`config.mk`:
```
export PLATFORM = sky130hd
export DESIGN_NAME = mse_monitor
export DESIGN_NICKNAME = d
export VERILOG_FILES = /design/src/include/mse_pkg.sv /design/src/design/mse_monitor.sv
export VERILOG_INCLUDE_DIRS = /design/src /design/src/include
export SDC_FILE = /design/constraint.sdc
export NUM_CORES = 1
export LEC_CHECK = 0
export BUFFER_PORTS_ARGS = -buffer_cell sky130_fd_sc_hd__buf_4
export CAP_MARGIN = 10
export CORE_ASPECT_RATIO = 0.5
export CORE_UTILIZATION = 27
export CTS_CLUSTER_SIZE = 12
export DETAILED_ROUTE_END_ITERATION = 6
export SLEW_MARGIN = 30
export SYNTH_ARGS = -nofsm -noshare
export SYNTH_HDL_FRONTEND = slang
export SYNTH_SLANG_ARGS = --single-unit
```
`constraint.sdc`:
```
create_clock -name aclk -period 3.55 [get_ports aclk]
set_input_delay 0.355 -clock aclk [delete_from_list [all_inputs] [get_ports aclk]]
set_output_delay 0.355 -clock aclk [all_outputs]
set_load 0.05 [all_outputs]
```
`src/include/mse_defines.svh`:
```
`ifndef MSE_DEFINES_SVH
`define MSE_DEFINES_SVH
// Register byte offsets
`define MSE_OFF_CTRL 12'h000
`define MSE_OFF_STAT 12'h004
`define MSE_OFF_INFO 12'h008
`define MSE_OFF_IDX 12'h00C
`define MSE_OFF_DIV 12'h010
`define MSE_OFF_RING 12'h014
// Control fields
`define MSE_CTRL_STEP 0
// Status fields
`define MSE_STAT_IDLE 0
`define MSE_STAT_DETECT 1
`define MSE_STAT_LISTEN 2
`define MSE_STAT_BUSY 3
`define MSE_STAT_PENDING 4
// Info fields
`define MSE_INFO_ERR 31
`define MSE_INFO_ERR_OVF 30
`define MSE_INFO_COR 29
`define MSE_INFO_COR_OVF 28
// Ring include field
`define MSE_RING_PCIE 0
// Reset values and counts
`define MSE_DIV_RESET 16'h00FF
`define MSE_DIV_W 16
`define MSE_IRQ_SOURCE_BIT 20
// AXI responses
`define MSE_RESP_OKAY 2'h0
`define MSE_RESP_SLVERR 2'h2
`endif

```
`src/include/mse_pkg.sv`:
```
package mse_pkg;
  typedef enum logic [1:0]
  {
    MSE_IDLE = 2'h0,
    MSE_LISTEN = 2'h1,
    MSE_DETECT = 2'h3
  } mse_state_e;

  typedef struct packed
  {
    logic err;
    logic err_ovf;
    logic cor;
    logic cor_ovf;
    logic [27:0] addr;
  } mse_ind_s;

  typedef struct packed
  {
    logic ue;
    logic ce;
    logic addr_ok;
    logic [27:0] addr;
  } mse_event_s;
endpackage

```
`src/design/mse_monitor.sv`:
```
// Operation
// - Three states; reset enters idle
// - Idle: memories store, nothing reported
// - Listen: indication sets pending flag, interrupt
// - Detect presents info and memory index
// - Status shows idle, detect, listen flags
// - Step bit stays set until state reached
// - Busy flag high while transitioning
// - First step clears memories, goes to listen
// - PCIe memories included only when enabled
// - One indication per memory; cleared when read
// - Indication holds four flags and address
// - Uncorrectable with address sets error flag
// - Uncorrectable without address sets error overflow
// - Correctable with address sets correctable flag
// - Correctable without address sets correctable overflow
// - Uncorrectable information outranks correctable
// - Address recorded only while listening
// - Device reset keeps memory contents
// - Interrupt occupies source bit twenty
//
// Our own choices: the placing of the registers and the AXI4-Lite slave port.
`timescale 1ns/1ps
`include "mse_defines.svh"
module mse_monitor #(
  parameter int NUM_MEM = 8,
  parameter int PCIE_MEM = 7,
  parameter int ADDR_W = 12
)
(
  // Clock and reset
  input wire logic aclk,
  input wire logic aresetn,
  // AXI4-Lite write
  input wire logic [ADDR_W-1:0] s_axi_awaddr,
  input wire logic s_axi_awvalid,
  output logic s_axi_awready,
  input wire logic [31:0] s_axi_wdata,
  input wire logic [3:0] s_axi_wstrb,
  input wire logic s_axi_wvalid,
  output logic s_axi_wready,
  output logic [1:0] s_axi_bresp,
  output logic s_axi_bvalid,
  input wire logic s_axi_bready,
  // AXI4-Lite read
  input wire logic [ADDR_W-1:0] s_axi_araddr,
  input wire logic s_axi_arvalid,
  output logic s_axi_arready,
  output logic [31:0] s_axi_rdata,
  output logic [1:0] s_axi_rresp,
  output logic s_axi_rvalid,
  input wire logic s_axi_rready,
  // Memory upset events, one per memory
  input wire mse_pkg::mse_event_s [NUM_MEM-1:0] mem_event,
  // PCIe enable and ring control
  input wire logic pcie_enabled,
  // Monitor outputs
  output logic integrity_interrupt,
  output logic [NUM_MEM-1:0] mem_detect_clear
);

  initial
  begin
    if (NUM_MEM < 1 || NUM_MEM > 256 || PCIE_MEM >= NUM_MEM || ADDR_W < 5)
      $error("mse_monitor: bad parameters");
  end

  localparam int IW = (NUM_MEM > 1) ? $clog2(NUM_MEM) : 1;

  ////////////////////////////////////////////////////////////////////////////
  // Registers
  mse_pkg::mse_state_e state_reg;
  logic step_request_reg;
  logic started_reg;
  logic busy_reg;
  logic pending_reg;
  logic [`MSE_DIV_W-1:0] div_reg;
  logic [`MSE_DIV_W-1:0] tick_cnt_reg;
  logic pcie_mac_ring_include_reg;
  mse_pkg::mse_ind_s upset_info_reg;
  logic [IW-1:0] upset_memory_index_reg;
  logic [IW-1:0] scan_reg;
  mse_pkg::mse_ind_s store_reg [NUM_MEM];
  logic [NUM_MEM-1:0] stored_reg;
  logic [NUM_MEM-1:0] clear_reg;

  ////////////////////////////////////////////////////////////////////////////
  // AXI4-Lite handshake
  logic aw_held_reg;
  logic w_held_reg;
  logic [ADDR_W-1:0] awaddr_reg;
  logic [31:0] wdata_reg;
  logic [3:0] wstrb_reg;
  logic wr_fire;
  logic rd_fire;

  assign s_axi_awready = !aw_held_reg && !s_axi_bvalid;
  assign s_axi_wready = !w_held_reg && !s_axi_bvalid;
  assign wr_fire = aw_held_reg && w_held_reg && !s_axi_bvalid;
  assign s_axi_arready = !s_axi_rvalid;
  assign rd_fire = s_axi_arvalid && s_axi_arready;

  always_ff @(posedge aclk)
  begin
    if (!aresetn)
    begin
      aw_held_reg <= 1'b0;
      w_held_reg <= 1'b0;
      awaddr_reg <= '0;
      wdata_reg <= 32'h00000000;
      wstrb_reg <= 4'h0;
    end
    else
    begin
      if (s_axi_awvalid && s_axi_awready)
      begin
        aw_held_reg <= 1'b1;
        awaddr_reg <= s_axi_awaddr;
      end
      else if (wr_fire)
        aw_held_reg <= 1'b0;
      if (s_axi_wvalid && s_axi_wready)
      begin
        w_held_reg <= 1'b1;
        wdata_reg <= s_axi_wdata;
        wstrb_reg <= s_axi_wstrb;
      end
      else if (wr_fire)
        w_held_reg <= 1'b0;
    end
  end

  logic wr_known;
  always_comb
  begin
    unique case (awaddr_reg[ADDR_W-1:0])
      ADDR_W'(`MSE_OFF_CTRL), ADDR_W'(`MSE_OFF_STAT), ADDR_W'(`MSE_OFF_INFO),
      ADDR_W'(`MSE_OFF_IDX), ADDR_W'(`MSE_OFF_DIV), ADDR_W'(`MSE_OFF_RING): wr_known = 1'b1;
      default: wr_known = 1'b0;
    endcase
  end

  always_ff @(posedge aclk)
  begin
    if (!aresetn)
    begin
      s_axi_bvalid <= 1'b0;
      s_axi_bresp <= `MSE_RESP_OKAY;
    end
    else if (wr_fire)
    begin
      s_axi_bvalid <= 1'b1;
      s_axi_bresp <= wr_known ? `MSE_RESP_OKAY : `MSE_RESP_SLVERR;
    end
    else if (s_axi_bready)
      s_axi_bvalid <= 1'b0;
  end

  logic wr_ctrl;
  logic wr_div;
  logic wr_ring;
  assign wr_ctrl = wr_fire && wstrb_reg[0] && awaddr_reg == ADDR_W'(`MSE_OFF_CTRL);
  assign wr_div = wr_fire && awaddr_reg == ADDR_W'(`MSE_OFF_DIV);
  assign wr_ring = wr_fire && wstrb_reg[0] && awaddr_reg == ADDR_W'(`MSE_OFF_RING);

  ////////////////////////////////////////////////////////////////////////////
  // Read path
  logic [31:0] rd_word;
  logic rd_known;
  always_comb
  begin
    rd_word = 32'h00000000;
    rd_known = 1'b1;
    unique case (s_axi_araddr)
      ADDR_W'(`MSE_OFF_CTRL): rd_word[`MSE_CTRL_STEP] = step_request_reg;
      ADDR_W'(`MSE_OFF_STAT):
      begin
        rd_word[`MSE_STAT_IDLE] = state_reg == mse_pkg::MSE_IDLE;
        rd_word[`MSE_STAT_DETECT] = state_reg == mse_pkg::MSE_DETECT;
        rd_word[`MSE_STAT_LISTEN] = state_reg == mse_pkg::MSE_LISTEN;
        rd_word[`MSE_STAT_BUSY] = busy_reg;
        rd_word[`MSE_STAT_PENDING] = pending_reg;
      end
      ADDR_W'(`MSE_OFF_INFO): rd_word = upset_info_reg;
      ADDR_W'(`MSE_OFF_IDX): rd_word = 32'(upset_memory_index_reg);
      ADDR_W'(`MSE_OFF_DIV): rd_word = 32'(div_reg);
      ADDR_W'(`MSE_OFF_RING): rd_word[`MSE_RING_PCIE] = pcie_mac_ring_include_reg;
      default: rd_known = 1'b0;
    endcase
  end

  always_ff @(posedge aclk)
  begin
    if (!aresetn)
    begin
      s_axi_rvalid <= 1'b0;
      s_axi_rdata <= 32'h00000000;
      s_axi_rresp <= `MSE_RESP_OKAY;
    end
    else if (rd_fire)
    begin
      s_axi_rvalid <= 1'b1;
      s_axi_rdata <= rd_word;
      s_axi_rresp <= rd_known ? `MSE_RESP_OKAY : `MSE_RESP_SLVERR;
    end
    else if (s_axi_rready)
      s_axi_rvalid <= 1'b0;
  end

  ////////////////////////////////////////////////////////////////////////////
  // Configuration
  always_ff @(posedge aclk)
  begin
    if (!aresetn)
      div_reg <= `MSE_DIV_RESET;
    else if (wr_div)
    begin
      if (wstrb_reg[0])
        div_reg[7:0] <= wdata_reg[7:0];
      if (wstrb_reg[1])
        div_reg[15:8] <= wdata_reg[15:8];
    end
  end

  always_ff @(posedge aclk)
  begin
    if (!aresetn)
      pcie_mac_ring_include_reg <= 1'b0;
    else if (!pcie_enabled)
      pcie_mac_ring_include_reg <= 1'b0;
    else if (wr_ring)
      pcie_mac_ring_include_reg <= wdata_reg[`MSE_RING_PCIE];
  end

  // Ring membership per memory
  logic [NUM_MEM-1:0] in_ring;
  always_comb
  begin
    in_ring = '1;
    in_ring[PCIE_MEM] = pcie_mac_ring_include_reg;
  end

  ////////////////////////////////////////////////////////////////////////////
  // Monitor speed: one step per divider tick
  logic tick;
  assign tick = tick_cnt_reg == '0;
  always_ff @(posedge aclk)
  begin
    if (!aresetn || !busy_reg || tick)
      tick_cnt_reg <= div_reg;
    else
      tick_cnt_reg <= tick_cnt_reg - 1'b1;
  end

  ////////////////////////////////////////////////////////////////////////////
  // Per-memory detection stores
  logic listening;
  logic take_sel;
  assign listening = state_reg == mse_pkg::MSE_LISTEN;

  genvar g;
  generate
    for (g = 0; g < NUM_MEM; g++)
    begin : g_mem
      mse_pkg::mse_ind_s cur;
      mse_pkg::mse_ind_s nxt;
      logic rd_here;
      assign cur = store_reg[g];
      assign rd_here = take_sel && scan_reg == IW'(g);
      always_comb
      begin
        nxt = cur;
        if (rd_here || clear_reg[g])
          nxt = '0;
        if (mem_event[g].ue)
        begin
          if (listening && mem_event[g].addr_ok && !nxt.err)
          begin
            nxt.err = 1'b1;
            nxt.addr = mem_event[g].addr;
          end
          else
            nxt.err_ovf = 1'b1;
        end
        if (mem_event[g].ce)
        begin
          if (listening && mem_event[g].addr_ok && !nxt.err && !nxt.cor && !mem_event[g].ue)
          begin
            nxt.cor = 1'b1;
            nxt.addr = mem_event[g].addr;
          end
          else
            nxt.cor_ovf = 1'b1;
        end
      end
      // Flops hold their value over reset: no reset term
      always_ff @(posedge aclk)
      begin
        store_reg[g] <= nxt;
      end
      assign stored_reg[g] = nxt.err | nxt.err_ovf | nxt.cor | nxt.cor_ovf;
    end
  endgenerate

  assign mem_detect_clear = clear_reg;

  ////////////////////////////////////////////////////////////////////////////
  // Step sequencer
  logic [NUM_MEM-1:0] avail;
  logic scan_last;
  assign avail = stored_reg & in_ring;
  assign scan_last = scan_reg == IW'(NUM_MEM - 1);
  assign take_sel = busy_reg && tick && state_reg != mse_pkg::MSE_LISTEN && started_reg
    && in_ring[scan_reg] && store_reg[scan_reg] != '0;

  always_ff @(posedge aclk)
  begin
    if (!aresetn)
    begin
      state_reg <= mse_pkg::MSE_IDLE;
      step_request_reg <= 1'b0;
      busy_reg <= 1'b0;
      started_reg <= 1'b0;
      scan_reg <= '0;
      clear_reg <= '0;
      upset_info_reg <= '0;
      upset_memory_index_reg <= '0;
    end
    else
    begin
      clear_reg <= '0;
      if (!busy_reg && wr_ctrl && wdata_reg[`MSE_CTRL_STEP])
      begin
        step_request_reg <= 1'b1;
        busy_reg <= 1'b1;
        scan_reg <= (state_reg == mse_pkg::MSE_DETECT) ? upset_memory_index_reg + 1'b1 : '0;
      end
      else if (busy_reg && tick)
      begin
        unique case (state_reg)
          mse_pkg::MSE_LISTEN:
          begin
            state_reg <= mse_pkg::MSE_IDLE;
            step_request_reg <= 1'b0;
            busy_reg <= 1'b0;
          end
          mse_pkg::MSE_IDLE, mse_pkg::MSE_DETECT:
          begin
            if (!started_reg)
            begin
              clear_reg <= '1;
              started_reg <= 1'b1;
              state_reg <= mse_pkg::MSE_LISTEN;
              step_request_reg <= 1'b0;
              busy_reg <= 1'b0;
            end
            else if (take_sel)
            begin
              upset_info_reg <= store_reg[scan_reg];
              upset_memory_index_reg <= scan_reg;
              state_reg <= mse_pkg::MSE_DETECT;
              step_request_reg <= 1'b0;
              busy_reg <= 1'b0;
            end
            else if (scan_last || (state_reg == mse_pkg::MSE_DETECT && scan_reg == '0
              && upset_memory_index_reg == IW'(NUM_MEM - 1)))
            begin
              upset_info_reg <= '0;
              state_reg <= mse_pkg::MSE_LISTEN;
              step_request_reg <= 1'b0;
              busy_reg <= 1'b0;
            end
            else
              scan_reg <= scan_reg + 1'b1;
          end
          default:
          begin
            state_reg <= mse_pkg::MSE_IDLE;
            busy_reg <= 1'b0;
            step_request_reg <= 1'b0;
          end
        endcase
      end
    end
  end

  ////////////////////////////////////////////////////////////////////////////
  // Pending flag and interrupt
  always_ff @(posedge aclk)
  begin
    if (!aresetn)
      pending_reg <= 1'b0;
    else if (listening && |avail)
      pending_reg <= 1'b1;
    else if (state_reg != mse_pkg::MSE_LISTEN)
      pending_reg <= 1'b0;
  end

  // Drives source bit 20 of the interrupt controller
  assign integrity_interrupt = pending_reg;

endmodule // mse_monitor

```
==> After elaboration in Yosys (flattened, before gate mapping) <==
Memories as Yosys holds them, arrays and structs flattened. A register that Yosys moved wholly into a read port is not among the register bits.
Cells that the tools add are included.
{ "word_totals": {"reg_bits": 154, "ramBits": 256, "inputBits": 316, "output_inout_bits": 50, "elab_cells": 353, "mem_count": 1} }
{ "op_classes": {"n_addsub": 3, "n_lt_le_gt_ge": 1, "n_eq_ne": 25, "n_mux": 121, "bitwise": 29, "reduce_logical": 147} }
{ "mem_list": {"columns": ["name", "depth", "word_bits", "rd", "rd_ports_with_merged_regs", "wr", "line", "text"], "rows": [
  ["store_reg", 8, 32, 9, 1, 8, "mse_monitor.sv:83", "mse_pkg::mse_ind_s store_reg [NUM_MEM];"]
]} }
{ "ops": {"columns": ["operator", "count"], "rows": [
  ["two-way mux 28 bit", 24],
  ["two-way mux 32 bit", 10],
  ["two-way mux 30 bit", 8],
  ["logical AND 1 bit", 69],
  ["one-hot mux 27 bit (2 select lines)", 1],
  ["two-way mux 1 bit", 50],
  ["equality test 12 x 4 -> 1 bit (second input constant)", 4],
  ["equality test 12 x 5 -> 1 bit (second input constant)", 4],
  ["zero test 1 bit", 38],
  ["nonzero test 32 bit", 1],
  ["two-way mux 2 bit", 14],
  ["two-way mux 3 bit", 9],
  ["equality test 12 x 3 -> 1 bit (second input constant)", 2],
  ["zero test 12 bit", 2],
  ["OR 1 bit", 24],
  ["nonzero test 2 bit", 9],
  ["zero test 16 bit", 1],
  ["two-way mux 16 bit", 1],
  ["one-hot mux 4 bit (4 select lines)", 1],
  ["subtractor 16 x 1 -> 16 bit (second input constant)", 1],
  ["equality test 3 bit (second input constant)", 5],
  ["AND reduction 5 bit", 3],
  ["OR reduction 6 bit", 2],
  ["logical OR 1 bit", 11],
  ["22 further kinds", 32]
]} }

==> Depth between registers and ports, before layout <==
{ "depth": {"ltp_word": 25, "ltp_mapped": 15, "mapped_depth_nobuf": 10} }

==> Worst setup path before layout <==
No wires, ideal clock.
{ "synth_path": {"path_type": "register -> register", "start": "register with a tool-made name", "end": "register pending_reg, in the netlist integrity_interrupt", "setup_ps": 136, "arrival_time_ps": 3242, "required_time_ps": 3414, "slack_ps": 172, "path_stages_with_launch": 14, "n_path_buf": 3, "period_less_slack_ps": 3378, "cell_sequence": "dfxtp_1 -> buf_4 -> buf_6 -> mux4_2 -> mux2_2 -> nor4_1 -> nand4_1 -> o2111a_2 -> buf_6 -> a31oi_4 -> a21oi_1 -> a32o_1 -> nor4b_2 -> a311oi_1"} }
{ "synth_rtl": {"columns": ["item", "line", "text"], "rows": [
  ["end signal, assigned", "mse_monitor.sv:392", "pending_reg <= 1'b0;"],
  ["end signal, assigned", "mse_monitor.sv:394", "pending_reg <= 1'b1;"],
  ["end signal, assigned", "mse_monitor.sv:396", "pending_reg <= 1'b0;"],
  ["end, declared", "mse_monitor.sv:76", "logic pending_reg;"]
]} }

==> impl_metrics.tcl <==
set metrics [dict create \
    netSwitchingFraction_pct 24.5 \
    fp.dieW_um 363 \
    ys_types 75 \
    net-switching-power_uw 2360 \
    worst_setup_path_start_kind "register" \
    worstSkewPairLatency_ns 0.58 \
    path_cells "buf_6, clkbuf_16, mux4_2, mux2_2, nor4_2, buf_4, nand4_1, o2111a_2, buf_4, a31oi_4, nand2_2, a21oi_2, a211oi_4, buf_12, buf_16, mux2i_1" \
    port_buffers 345 \
    critPathArrivalTime_ns 4.38 \
    largest_reg_flops 256 \
    cts-root-buf "clkbuf_16" \
    wl_per_cell_um 21.4 \
    status "complete, but fails checks" \
    fin_nets 2816 \
    slowest_stage "mux4_2" \
    via_per_inst 5.08 \
    synthToLayoutAreaGrowth_pct 54.0 \
    synthXorXnorAreaFrac_pct 0.648 \
    synth_top_family_by_area "simple AND/OR/NAND/NOR gates" \
    cts_tree "done" \
    synth_top_area_share_pct 46.1 \
    yosysWarningCount 0 \
    irDropWorstVdd_uv 289 \
    min_period_ns 3.91 \
    via_count 17139 \
    setup_violations 272 \
    fin_crit_sh_pct 110 \
    gp_congestion 0.889 \
    io_pins 366 \
    yosysMostFrequentCell "dfxtp_1" \
    cp_common_cell "buf_4" \
    std_cell_rows 65 \
    intPower_uw 7290 \
    syn_avg_cell_area_sq_um 9.01 \
    yosys.area_share.simple_pct 16.0 \
    max_stage_delay_ns 0.54 \
    rsz0062_at_grt "true" \
    grt_max_degree 57 \
    synth_edf_count 0 \
    antenna_found_initial 1 \
    h-tree-depth 2 \
    critPathMaxFanout 8 \
    max_freq_ghz 0.256 \
    final-max-slew-violation-count 0 \
    synth_area_sq_mm 0.0176 \
    seq_area_frac_synth_pct 46.1 \
    cts_sinks 404 \
    synth_top_cell_by_area "dfxtp_1" \
    netlist_instances 1949 \
    clk_pin_slew_ns 0.07 \
    synthTopCellsByCount "404 x dfxtp_1, 299 x nand2_1, 194 x inv_1, 163 x nand3_1, 129 x o21ai_0" \
    end_kind "register" \
    cts_buffer_depth 3 \
    violations "negative hold slack, negative setup slack" \
    netlist_top_cells_area "dfxtp_1 46%, mux4_2 8.2%, nand2_1 6.4%" \
    synth_compound_area_share_pct 13.4 \
    hold_path.class "input pin to register" \
    timing.final.ws_setup_ns -0.362 \
    start_util_pct 27.6 \
    slew_headroom_pct 29.0 \
    ys_seq_elements 404 \
    power_density_mw_per_mm2 357 \
    grt_pass1_wl_mm 100 \
    power_leakage_uw 0.0114 \
    p_seq_share_pct 48.5 \
    combPwrFrac_pct 8.7 \
    place_inst 3154 \
    ys_async_sr_fraction_pct 0 \
    drt-total-wl_mm 72.2 \
    p_clk_share_pct 42.7 \
    hpwl_mm 45.0 \
    die_h_um 182 \
    dr.pass1.iters 5 \
    crit_family "multiplexers" \
    criticalPathCategory "register to register" \
    numCtsBuffers 41 \
    synthAdderAreaFrac_pct 0.926 \
    synth.mux.area_fraction_pct 14.9 \
    final_cells 3375 \
    grt_pass1_vias 16549 \
    p_total_uw 9650 \
    whs_ns -0.0152 \
    core_area_sq_mm 0.0637 \
    hold_violations 1 \
    tightest_slew_ns 1.06 \
    grt_overflow 0 \
    ys.flop_type "dfxtp_1" \
    worst-path-buf-inv 6 \
    finalSetupTns_ns -57.20 \
    ant_nets 0 \
    drt_iter0_drc 1347 \
    dieArea_sq_mm 0.0661 \
    drive_gt1_share_pct 40.5 \
    grtUsageTotal_pct 19.8 \
    drc 0 \
    utilization_pct 42.5 \
    dp_slack_ns -0.353 \
    cp.required_ns 4.02 \
    finClkSkew_ns 0.0461 \
    drv_cap 0 \
]
==> logic make-up (layout without fill, tap and decap cells) <==
logic type	count (synthesis)	count (layout)
AOI/OAI and AO/OA	373	373
xor gates and xnor gates	13	13
adders and majority gates	13	13
buffers and inverters	331	884
DFF	404	404
muxes	177	177
other	1	3
and+or+nand+nor	637	637
==> worst paths after layout <==
| path | slack (ns) | end | startpoint | cells after the start |
|---|---|---|---|---|
| worst min-delay path | -0.02 | store_reg[0][17]$_DFF_P_ | mem_event[17] | 3 |
| worst max register to register | -0.36 | store_reg[4][26]$_DFF_P_ | register | 16 |
| worst min register to register | 0.45 | store_reg[0][4]$_DFF_P_ | store_reg[0][4]$_DFF_P_ | 2 |
| worst max-delay path | -0.36 | store_reg[4][26]$_DFF_P_ | register | 16 |
==> tightest hold or removal path, cell delays in order <==
cell	delay, ns
buf_4	0.09
nand2_2	0.04
o21ai_2	0.04
==> what timing repair did <==
item | in CTS | in global routing
setup endpoints to repair | 276 | 276
endpoints found under the hold margin | 32 | 6
resized for setup | 239 | 264
cloned | 28 | 22
pin swaps | 127 | 123
setup buffers | 64 | 30
hold buffers | 32 | 6
==> cell type report <==
type | count | area [sq um]
well taps | 871 | 1090
fillers | 5862 | 36600
diodes | 1 | 2.50
flip-flops and latches | 404 | 8090
clock inverters | 6 | 87.6
clock buffers | 53 | 1100
inverters | 195 | 736
multi-input cells | 1215 | 9550
repair buffers | 630 | 6390
==> per-stage QoR <==
stage	hold slack (ns)	cell area, sq um
floorplan	0.427	17600
global placement	0.439	21900
detailed placement	0.443	21900
CTS	0.000154	25600
global route	-0.0122	27000
finish	-0.0152	27000
==> placed cells by master, fill, tap and decap left out, types with 12 or more instances in the layout <==
| cell type | count |
|---|---|
| nand2_1 | 247 |
| clkbuf_16 | 61 |
| inv_1 | 193 |
| buf_4 | 466 |
| a22o_1 | 18 |
| o21ai_1 | 74 |
| dlygate4sd3_1 | 38 |
| nand2_2 | 26 |
| a21oi_1 | 74 |
| nor2_1 | 95 |
| mux2_2 | 18 |
| a221oi_1 | 12 |
| mux2_4 | 14 |
| o21ai_2 | 48 |
| o21ai_0 | 42 |
| nor3_1 | 23 |
| ha_1 | 13 |
| buf_6 | 23 |
| mux4_2 | 64 |
| nand3_2 | 95 |
| buf_12 | 55 |
| nand3_1 | 60 |
| a22oi_2 | 18 |
| buf_16 | 19 |
| dfxtp_1 | 402 |
| nand2_4 | 25 |
| mux2i_1 | 81 |
==> routing by layer <==
metal,share of wire (%),track usage (%)
met1,38,23.3
met2,49,34.8
met3,6.1,2.70
met4,6.8,11.2
met5,0,0
==> power by group through the flow <==
| stage | combinational (uW) | sequential [uW] | clock, uW |
|---|---|---|---|
| final | 844 | 4680 | 4120 |
| after global routing | 890 | 4690 | 4370 |
| after CTS | 793 | 4680 | 4140 |
| after detailed placement | 745 | 4780 | 0 |
| after global placement | 739 | 4780 | 0 |
| after floorplan | 263 | 4810 | 0 |
Power figures use the tool's default switching activity.
